===== src/logic/tstc_map.svh =====
`ifndef TSTC_MAP_SVH
`define TSTC_MAP_SVH

// ------------------------------------------------------------
// register offsets on the serial register port
// ------------------------------------------------------------
`define TSTC_OFS_WAKE_THR 8'h18
`define TSTC_OFS_SCAN_VOLT 8'h19
`define TSTC_OFS_SCAN_FREQ_12 8'h1A
`define TSTC_OFS_SCAN_FREQ_34 8'h1B

// ------------------------------------------------------------
// field positions
// ------------------------------------------------------------
`define TSTC_WAKE_THR_MSB 6
`define TSTC_VOLT_LEVEL_BIT 7
`define TSTC_VOLT_DIS_MSB 6
`define TSTC_VOLT_DIS_LSB 4
`define TSTC_VOLT_REFSRC_BIT 3
`define TSTC_RATE_LO_MSB 3
`define TSTC_RATE_HI_LSB 4

// ------------------------------------------------------------
// reset values
// ------------------------------------------------------------
`define TSTC_RST_WAKE_THR 7'h05
`define TSTC_RST_LEVEL 1'b0
`define TSTC_RST_REFSRC 1'b0
`define TSTC_RST_DIS_CODE 3'h7
`define TSTC_RST_RATE_1 4'h3
`define TSTC_RST_RATE_2 4'h7
`define TSTC_RST_RATE_3 4'h8
`define TSTC_RST_RATE_4 4'hB

// ------------------------------------------------------------
// timing
// ------------------------------------------------------------
`define TSTC_CLK_PERIOD_NS 100
`define TSTC_DIS_STEP_NS 8000
// least time, so round up
`define TSTC_DIS_STEP_CYC \
  ((`TSTC_DIS_STEP_NS + `TSTC_CLK_PERIOD_NS - 1) / `TSTC_CLK_PERIOD_NS)

`endif


===== src/logic/tstc_pkg.sv =====
package tstc_pkg;

  // ------------------------------------------------------------
  // charge target of the reference capacitor
  // ------------------------------------------------------------
  typedef enum logic [1:0] {
    TSTC_CHG_0V90 = 2'h0,
    TSTC_CHG_1V35 = 2'h1,
    TSTC_CHG_HALF_RAIL = 2'h2,
    TSTC_CHG_3Q_RAIL = 2'h3
  } tstc_charge_t;

  // ------------------------------------------------------------
  // register port request
  // ------------------------------------------------------------
  typedef struct packed {
    logic wr;
    logic rd;
    logic [7:0] addr;
    logic [7:0] wdata;
  } tstc_req_t;

  // ------------------------------------------------------------
  // configuration seen by the scan engine
  // ------------------------------------------------------------
  typedef struct packed {
    logic [6:0] wake_threshold_value;
    tstc_charge_t charge_target;
    logic [2:0] discharge_code;
    logic [3:0][3:0] scan_rate;
  } tstc_cfg_t;

  // discharge timer states
  typedef enum logic [0:0] {
    TSTC_DIS_IDLE = 1'b0,
    TSTC_DIS_RUN = 1'b1
  } tstc_dis_state_t;

endpackage


===== src/logic/tstc_top.sv =====
`timescale 1ns/100ps
`include "tstc_map.svh"

// Overview of operation
// - seven-bit wake threshold, bit seven reads zero
// - level and source bits pick charge target
// - discharge lasts code plus one times eight microseconds
// - first, second rates divide ten megahertz by code+1
// - third, fourth rates use same divide encoding
module tstc_top (
  // clock and reset
  input wire logic core_clk,
  input wire logic rst_b,
  // register port from the serial slave
  input wire tstc_pkg::tstc_req_t reg_req,
  output logic [7:0] reg_rdata,
  output logic reg_rvalid,
  // scan engine handshake
  input wire logic scan_cycle_start,
  input wire logic [1:0] scan_rate_slot,
  input wire logic discharge_start,
  // configuration and timing out to the front end
  output tstc_pkg::tstc_cfg_t active_cfg,
  output logic discharge_busy,
  output logic scan_tick
);
  import tstc_pkg::*;

  // ------------------------------------------------------------
  // reset release
  // ------------------------------------------------------------
  logic rst_meta_q; // first stage, read only by the second
  logic rst_n; // released copy used everywhere else

  // assert at once, release two edges later
  always_ff @(posedge core_clk or negedge rst_b) begin
    if (!rst_b) begin
      rst_meta_q <= 1'b0;
      rst_n <= 1'b0;
    end else begin
      rst_meta_q <= 1'b1;
      rst_n <= rst_meta_q;
    end
  end

  // ------------------------------------------------------------
  // live register fields
  // ------------------------------------------------------------
  logic [6:0] wake_q; // wake threshold value
  logic [6:0] wake_d;
  logic level_q; // charge level select
  logic level_d;
  logic refsrc_q; // reference source select
  logic refsrc_d;
  logic [2:0] dis_q; // discharge time code
  logic [2:0] dis_d;
  logic [3:0][3:0] rate_q; // four scan rate codes
  logic [3:0][3:0] rate_d;
  logic [7:0] rdata_q;
  logic [7:0] rdata_d;
  logic rvalid_q;
  logic rvalid_d;

  // writes land in the live copy; reads return the live copy
  always_comb begin
    wake_d = wake_q;
    level_d = level_q;
    refsrc_d = refsrc_q;
    dis_d = dis_q;
    rate_d = rate_q;
    rdata_d = 8'h00;
    rvalid_d = reg_req.rd;
    if (reg_req.wr) begin
      case (reg_req.addr)
        `TSTC_OFS_WAKE_THR: begin
          // bit seven has no storage
          wake_d = reg_req.wdata[`TSTC_WAKE_THR_MSB:0];
        end
        `TSTC_OFS_SCAN_VOLT: begin
          level_d = reg_req.wdata[`TSTC_VOLT_LEVEL_BIT];
          refsrc_d = reg_req.wdata[`TSTC_VOLT_REFSRC_BIT];
          dis_d = reg_req.wdata[`TSTC_VOLT_DIS_MSB:`TSTC_VOLT_DIS_LSB];
        end
        `TSTC_OFS_SCAN_FREQ_12: begin
          rate_d[0] = reg_req.wdata[`TSTC_RATE_LO_MSB:0];
          rate_d[1] = reg_req.wdata[7:`TSTC_RATE_HI_LSB];
        end
        `TSTC_OFS_SCAN_FREQ_34: begin
          rate_d[2] = reg_req.wdata[`TSTC_RATE_LO_MSB:0];
          rate_d[3] = reg_req.wdata[7:`TSTC_RATE_HI_LSB];
        end
        default: begin
          // offsets outside this bank are left to other banks
        end
      endcase
    end
    if (reg_req.rd) begin
      case (reg_req.addr)
        `TSTC_OFS_WAKE_THR: rdata_d = {1'b0, wake_q};
        `TSTC_OFS_SCAN_VOLT: rdata_d = {level_q, dis_q, refsrc_q, 3'h0};
        `TSTC_OFS_SCAN_FREQ_12: rdata_d = {rate_q[1], rate_q[0]};
        `TSTC_OFS_SCAN_FREQ_34: rdata_d = {rate_q[3], rate_q[2]};
        default: rdata_d = 8'h00;
      endcase
    end
  end

  // live register state
  always_ff @(posedge core_clk or negedge rst_n) begin
    if (!rst_n) begin
      wake_q <= `TSTC_RST_WAKE_THR;
      level_q <= `TSTC_RST_LEVEL;
      refsrc_q <= `TSTC_RST_REFSRC;
      dis_q <= `TSTC_RST_DIS_CODE;
      rate_q[0] <= `TSTC_RST_RATE_1;
      rate_q[1] <= `TSTC_RST_RATE_2;
      rate_q[2] <= `TSTC_RST_RATE_3;
      rate_q[3] <= `TSTC_RST_RATE_4;
      rdata_q <= 8'h00;
      rvalid_q <= 1'b0;
    end else begin
      wake_q <= wake_d;
      level_q <= level_d;
      refsrc_q <= refsrc_d;
      dis_q <= dis_d;
      rate_q <= rate_d;
      rdata_q <= rdata_d;
      rvalid_q <= rvalid_d;
    end
  end

  assign reg_rdata = rdata_q;
  assign reg_rvalid = rvalid_q;

  // ------------------------------------------------------------
  // shadow copy taken at each scan cycle start
  // ------------------------------------------------------------
  tstc_cfg_t cfg_q; // what the front end runs with
  tstc_cfg_t cfg_d;

  // a mid-scan write must not bend the running scan, so hold it
  always_comb begin
    cfg_d = cfg_q;
    if (scan_cycle_start) begin
      cfg_d.wake_threshold_value = wake_q;
      cfg_d.charge_target = tstc_charge_t'({refsrc_q, level_q});
      cfg_d.discharge_code = dis_q;
      cfg_d.scan_rate = rate_q;
    end
  end

  // shadow registers
  always_ff @(posedge core_clk or negedge rst_n) begin
    if (!rst_n) begin
      cfg_q.wake_threshold_value <= `TSTC_RST_WAKE_THR;
      cfg_q.charge_target <= TSTC_CHG_0V90;
      cfg_q.discharge_code <= `TSTC_RST_DIS_CODE;
      cfg_q.scan_rate[0] <= `TSTC_RST_RATE_1;
      cfg_q.scan_rate[1] <= `TSTC_RST_RATE_2;
      cfg_q.scan_rate[2] <= `TSTC_RST_RATE_3;
      cfg_q.scan_rate[3] <= `TSTC_RST_RATE_4;
    end else begin
      cfg_q <= cfg_d;
    end
  end

  assign active_cfg = cfg_q;

  // ------------------------------------------------------------
  // reference capacitor discharge timer
  // ------------------------------------------------------------
  localparam logic [9:0] DIS_STEP = 10'(`TSTC_DIS_STEP_CYC);
  tstc_dis_state_t dis_st_q; // timer state
  tstc_dis_state_t dis_st_d;
  logic [9:0] dis_cnt_q; // cycles left in the interval
  logic [9:0] dis_cnt_d;

  // interval is (code + 1) steps of eight microseconds
  always_comb begin
    dis_st_d = dis_st_q;
    dis_cnt_d = dis_cnt_q;
    case (dis_st_q)
      TSTC_DIS_IDLE: begin
        if (discharge_start) begin
          dis_st_d = TSTC_DIS_RUN;
          dis_cnt_d = 10'(DIS_STEP *
            ({7'h00, cfg_q.discharge_code} + 10'h001)) - 10'h001;
        end
      end
      TSTC_DIS_RUN: begin
        // a start while running is ignored; the interval runs out
        if (dis_cnt_q == 10'h000) begin
          dis_st_d = TSTC_DIS_IDLE;
        end else begin
          dis_cnt_d = dis_cnt_q - 10'h001;
        end
      end
      default: begin
        dis_st_d = TSTC_DIS_IDLE;
      end
    endcase
  end

  // timer registers
  always_ff @(posedge core_clk or negedge rst_n) begin
    if (!rst_n) begin
      dis_st_q <= TSTC_DIS_IDLE;
      dis_cnt_q <= 10'h000;
    end else begin
      dis_st_q <= dis_st_d;
      dis_cnt_q <= dis_cnt_d;
    end
  end

  assign discharge_busy = (dis_st_q == TSTC_DIS_RUN);

  // ------------------------------------------------------------
  // scan rate divider
  // ------------------------------------------------------------
  logic [3:0] slot_code; // divide code for the chosen slot

  // only the shadow codes are used, so the ratio holds per scan
  assign slot_code = cfg_q.scan_rate[scan_rate_slot];

  // integer divide of the scan reference by code plus one
  tstc_rate_div u_rate_div (
    .clk(core_clk),
    .rst_n(rst_n),
    .run(1'b1),
    .restart(scan_cycle_start),
    .divide_code(slot_code),
    .tick(scan_tick)
  );

endmodule


===== src/logic/tstc_rate_div.sv =====
`timescale 1ns/100ps
`include "tstc_map.svh"

module tstc_rate_div (
  // clock and reset
  input wire logic clk,
  input wire logic rst_n,
  // control
  input wire logic run,
  input wire logic restart,
  input wire logic [3:0] divide_code,
  // output
  output logic tick
);
  import tstc_pkg::*;

  logic [3:0] cnt_q; // phase within one divided period
  logic [3:0] cnt_d;
  logic tick_q; // registered tick, one cycle wide
  logic tick_d;

  // ------------------------------------------------------------
  // divide by code plus one
  // ------------------------------------------------------------
  always_comb begin
    cnt_d = cnt_q;
    tick_d = 1'b0;
    if (restart || !run) begin
      // a restart realigns the phase to the new scan cycle
      cnt_d = 4'h0;
    end else if (cnt_q >= divide_code) begin
      cnt_d = 4'h0;
      tick_d = 1'b1;
    end else begin
      cnt_d = cnt_q + 4'h1;
    end
  end

  // plain registers only
  always_ff @(posedge clk or negedge rst_n) begin
    if (!rst_n) begin
      cnt_q <= 4'h0;
      tick_q <= 1'b0;
    end else begin
      cnt_q <= cnt_d;
      tick_q <= tick_d;
    end
  end

  assign tick = tick_q;

endmodule


===== config.mk =====
export PLATFORM = sky130hd
export DESIGN_NAME = tstc_top
export DESIGN_NICKNAME = d
export VERILOG_FILES = /design/src/logic/tstc_pkg.sv /design/src/logic/tstc_top.sv /design/src/logic/tstc_rate_div.sv
export VERILOG_INCLUDE_DIRS = /design/src /design/src/logic
export SDC_FILE = /design/constraint.sdc
export NUM_CORES = 1
export LEC_CHECK = 0
export BUFFER_PORTS_ARGS = -buffer_cell sky130_fd_sc_hd__buf_2
export CORE_ASPECT_RATIO = 0.8
export CORE_MARGIN = 3
export CORE_UTILIZATION = 35
export CTS_CLUSTER_DIAMETER = 60
export DETAILED_ROUTE_END_ITERATION = 7
export HOLD_SLACK_MARGIN = 0.05
export SLEW_MARGIN = 30
export SYNTH_ARGS = -nofsm -noshare
export SYNTH_HDL_FRONTEND = slang
export SYNTH_HIERARCHICAL = 1
export SYNTH_SLANG_ARGS = --single-unit
export TNS_END_PERCENT = 30

===== constraint.sdc =====
create_clock -name core_clk -period 3.3 [get_ports core_clk]
set_input_delay 0.165 -clock core_clk [delete_from_list [all_inputs] [get_ports core_clk]]
set_output_delay 0.165 -clock core_clk [all_outputs]
set_load 0.1 [all_outputs]

# Yosys cells after proc, flatten, opt, wreduce, memory -nomap -nowiden
# Index checks and enable logic that the tools add are counted.
[word_totals]
reg_bits = 83
latch_bits = 0
ram_bits = 0
romBits = 0
inputBits = 24
wordCells = 57
memories = 0
[op_classes]
n_addsub = 4
multipliers = 1
n_div = 0
n_lt_le_gt_ge = 2
eq_ne = 6
n_shift = 0
mux = 14
n_bitwise = 1
reduce_logical = 6
[ops]
columns = ["operator", "n"]
rows = [
  ["== test 8 x 5 -> 1 bit (second input constant)", 4],
  ["case mux 8 bit (4 select lines)", 1],
  ["2-to-1 mux 10 bit", 2],
  ["case mux 10 bit (2 select lines)", 1],
  ["subtractor 10 x 1 -> 10 bit (second input constant)", 2],
  ["2-to-1 mux 4 bit", 3],
  ["zero test 10 bit", 1],
  ["AND reduction 2 bit", 5],
  ["binary-select mux 4 bit (select 2 bit)", 1],
  ["2-to-1 mux 8 bit", 1],
  ["multiplier 3 x 4 -> 6 bit (first input constant)", 1],
  ["adder 3 x 1 -> 4 bit (second input constant)", 1],
  ["adder 4 x 1 -> 4 bit (second input constant)", 1],
  ["greater-or-equal comparator 4 bit", 1],
  ["2-to-1 mux 1 bit", 4],
  ["!= test 2 bit (second input constant)", 2],
  ["less-than comparator 2 x 3 -> 1 bit (second input constant)", 1],
  ["case mux 1 bit (2 select lines)", 1],
  ["inverter 1 bit", 1],
]

# Longest topological paths before layout
[depth]
ltp_word = 5
depth_mapped = 8
depth_no_buf = 8

# Hierarchy
# The synthesis kept the hierarchy.
[modules_own_cells]
columns = ["module", "n_inst", "cells_each", "area_each_um2", "seq_area_each_um2"]
rows = [
  ["tstc_top", 1, 268, 3648.5, 1986.9],
  ["tstc_rate_div", 1, 28, 295.3, 125.1],
]

# Worst setup path before layout
# OpenSTA, ideal clock, no wires.
[synth_timing]
kind = "register to register"
startpoint = "register cfg_q (netlist bit active_cfg[16])"
endpoint = "register dis_cnt_q[9]"
setup_ps = 83
t_arrival_ps = 2593
setup_slack_ps = 624
stages_incl_launch_ff = 9
synth_period_minus_slack_ps = 2676
cell_sequence = "dfstp_2 > ha_1 > ha_1 > ha_1 > inv_1 > fa_1 > nand4b_1 > xor2_1 > o21ai_0"
[synth_between]
elab_chain_len = 5
[synth_lines]
columns = ["item", "line_no", "rtl"]
rows = [
  ["start: declaration", "tstc_top.sv:138", "tstc_cfg_t cfg_q;"],
  ["start signal: assignment", "tstc_top.sv:163", "cfg_q <= cfg_d;"],
  ["adder 3 x 1 -> 4 bit", "tstc_top.sv:187", "({7'h00, cfg_q.discharge_code} + 10'h001)) - 10'h001;"],
  ["multiplier 3 x 4 -> 6 bit", "tstc_top.sv:186", "dis_cnt_d = 10'(DIS_STEP *"],
  ["subtractor 10 x 1 -> 10 bit", "tstc_top.sv:187", ""],
  ["2-to-1 mux 10 bit", "tstc_top.sv:184", "if (discharge_start) begin"],
  ["case mux 10 bit (2 select lines)", "tstc_top.sv:182", "case (dis_st_q)"],
  ["end signal: assignment", "tstc_top.sv:211", "dis_cnt_q <= dis_cnt_d;"],
  ["end: declaration", "tstc_top.sv:175", "logic [9:0] dis_cnt_q;"],
]
# No other way between the ends. The select of a mux whose other input is x is not followed.
# A chain may end at the register's enable or synchronous reset.

# Worst setup path in the final report
# Ends and elaborated chain as after synthesis.

==> impl_metrics.csv <==
group,metric,value,unit
timing,tns,0,ns
worst_setup_path,cp.arrival,2.63,ns
timing,hold_violations,0,
worst_setup_path,crit_family,"adder cells",
synth,syn_area,3940,um2
worst_setup_path,cp_common_cell,"ha_1",
power,p_clk_frac,0.377,
synth,synth_area_leaders,"dfrtp_1 (35%), dfstp_2 (19%), mux2_2 (16%), mux4_2 (4.6%), ha_1 (3.2%)",
clock_tree,insertion_delay,0.34,ns
timing,fin_crit_sh,0.720,
floorplan,ios,63,
timing,skew,0.00471,ns
power,comb_power_share,0.210,
worst_hold_path,min-delay-start,"reg_req[2]",
synth,synth_edf_count,0,
layout,final_common_cell,"buf_2",
power,ir_drop,0.284,mV
worst_setup_path,crit_path_start,"active_cfg[16]",
synth,synth_top_area_frac,0.349,
floorplan,die_h,101,um
layout,fin_cells,512,
global_routing,grt_pass1_vias,2567,
routing,vias_per_cell,5.02,
synth,syn_inst,296,
synth,yosysUniqueCellTypes,51,
worst_setup_path,worst-path-buf-inv,1,
floorplan,coreArea,10900,um2
synth,synth_warnings,6,
global_routing,grt_overflow,0,
layout,drive_gt1_frac,0.497,
worst_hold_path,hold_class,"in2reg",
layout,layout_common_cells,"buf_2 (62), mux2_2 (57), dfrtp_1 (54)",
floorplan,die_w,125,um
worst_setup_path,crit_type,"reg2reg",
timing,setup_viol,0,
placed_design,place.gp.congestion,0.780,
routing,ant_nets,0,
placed_design,io_buffers,62,
clock_tree,cts.sinks,83,
floorplan,rows,34,
placed_design,dp.cells,494,
layout,area_growth_syn_to_layout,21.6,%
worst_setup_path,rr_startpoint,"active_cfg[16]",
clock_tree,cts_buffers,9,
layout,layout.nets,398,
synth,syn_avg_cell_area,13.3,um2
routing,wirelength,8.16,mm
routing,num_vias,2570,
power,swShare,0.303,
power,p_leak,0.00223,uW
synth,yosysTopAreaCell,"dfrtp_1",
worst_setup_path,crit_required,3.56,ns
global_routing,grt_pass1_wl,13.4,mm
clock_tree,cts_tree,"built",
worst_setup_path,crit_path_end_kind,"flip-flop",
clock_tree,cts_htree_levels,3,
timing,slew_headroom,0.514,
floorplan,start_util,0.361,
timing,rsz0062_at_grt,"no",
layout,multiInputGateArea,1750,um2
layout,n_antenna_cell,0,
worst_setup_path,crit_slowest_cell,"dfstp_2",
layout,nFillCells,1022,
floorplan,dieArea,12600,um2
synth,synth_ff_type,"dfrtp_1",
timing,worst_pin_slew,0.729,ns
routing,wl_per_cell,15.9,um
timing,fmax,421,MHz
worst_setup_path,path_max_fanout,8,
clock_tree,clk_pin_slew,0.06,ns
routing,drc,0,
worst_setup_path,path_cells,"ha_1, ha_1, ha_1, inv_1, fa_1, nand4b_1, xor2_1, o21ai_0",
power,power.density,661,nW/um2
power,p_switching,960,uW
layout,seq_area,2120,um2
worst_setup_path,critPathMaxStageDelay,0.61,ns
run_status,status,"finished clean",
placed_design,dp_hpwl,5.81,mm
timing,drv_slew,0,
routing,first_pass_iters,5,
synth,yosys_register_bits,83,
timing,min_period,2.37,ns
synth,async_flop_share,1.00,
routing,drtIter0Drc,159,
power,p_int,2210,uW
power,p_seq_frac,0.413,
clock_tree,root_buffer,"clkbuf_16",
synth,ys_seq_area_frac,0.536,
clock_tree,clock_path_buffers,2,
global_routing,antenna_found_initial,0,
global_routing,grt.total_usage,0.135,
power,total_power,3170,uW
global_routing,grt_max_degree,42,
job,maxCapViolCount,0,
worst_setup_path,critPathLaunchType,"flip-flop",
## power groups by stage
stage	logic, uW	clock network, uW	registers [uW]
after detailed placement	662	0	1330
final	665	1200	1310
after CTS	668	1230	1310
after global placement	644	0	1330
after global routing	722	1260	1330
after floorplan	379	0	1460
## path summary, 6_finish.rpt
check	endpoint	slack (ns)	cells after the start
setup / recovery	dis_cnt_q[9]	0.93	8
hold / removal	rate_q[10]	0.09	2
setup reg to reg	dis_cnt_q[9]	0.93	8
min in group asynchronous	rst_n	0.14	2
max in group asynchronous	active_cfg[11]	2.30	1
hold reg to reg	active_cfg[25]	0.31	0
## final cells by class
class,count,area share
Sequential cell,83,0.441
Multi-Input combinational cell,192,0.364
Timing Repair Buffer,65,0.0731
Clock buffer,11,0.0485
Tap cell,144,0.0376
Clock inverter,5,0.0261
Inverter,12,0.00939
## timing repair
item	4_1_cts	5_1_grt
gates resized for setup	0	0
hold endpoints to repair	3	0
hold buffers	2	0
buffers inserted	0	0
## cells in the mapped netlist, types with 2 or more instances
library cell / number
a211oi_1: 2
mux4_2: 8
and4b_1: 2
ha_1: 10
xor2_1: 2
clkbuf_1: 4
dfrtp_1: 55
inv_1: 12
o211ai_1: 2
mux2_2: 57
nand2_2: 2
dfstp_2: 28
nor2b_1: 9
nor3b_2: 2
nor3_1: 8
a21oi_1: 9
nand3_1: 4
nand4b_1: 2
xnor2_1: 8
and2_1: 2
nor4_1: 2
buf_1: 2
nand2_1: 7
o21ai_0: 4
a31oi_1: 6
nor2_1: 15
buf_2: 3
mux2i_1: 5
nand2b_1: 2
## per-layer routing
layer | track usage | share of wire | vias up
met5 | 0 | 0 | -
met2 | 0.213 | 0.48 | 59
met3 | 0.0328 | 0.042 | 8
met4 | 0.0505 | 0.012 | 0
met1 | 0.183 | 0.47 | 1288
li1 | - | - | 1215
## worst reg2reg max path: stages, from the launching register on
cell      delay, ns
dfstp_2        0.61
ha_1           0.29
ha_1           0.30
ha_1           0.14
inv_1          0.05
fa_1           0.51
nand4b_1       0.11
xor2_1         0.16
o21ai_0        0.13
## through the flow
| stage | setup WS, ns | hold slack [ns] | utilization | area (um2) |
|---|---|---|---|---|
| 2_1_floorplan | 0.624 | -0.131 | - | 3950 |
| 3_3_place_gp | 0.985 | -0.0483 | 0.402 | 4400 |
| 3_5_place_dp | 0.926 | -0.0486 | 0.404 | 4420 |
| 4_1_cts | 0.919 | 0.0797 | 0.439 | 4790 |
| 5_1_grt | 0.822 | 0.0994 | 0.439 | 4790 |
| 6_report | 0.926 | 0.0888 | 0.439 | 4790 |
## flip-flops by register name, indices dropped and copies added, names as in the netlist
signal	count
refsrc_q	1
dis_q	3
discharge_busy	1
u_rate_div/tick	1
u_rate_div/cnt_q	4
reg_rdata	8
rst_meta_q	1
dis_cnt_q	10
wake_q	7
active_cfg	28
reg_rvalid	1
rst_n	1
level_q	1
rate_q	16
## kinds of logic (layout without fill, tap and decap cells)
logic type      Yosys count  in the layout  share of synthesized area
buf+inv                  22             93                     0.0228
fa+ha+maj                11             11                     0.0368
other cells               1              2                   0.000951
xor+xnor                 10             10                     0.0222
mux                      71             71                      0.225
compound gates           29             29                     0.0457
flops                    83             83                      0.536
simple gates             69             69                      0.111
Note: power is estimated with default switching activity, not from simulation.
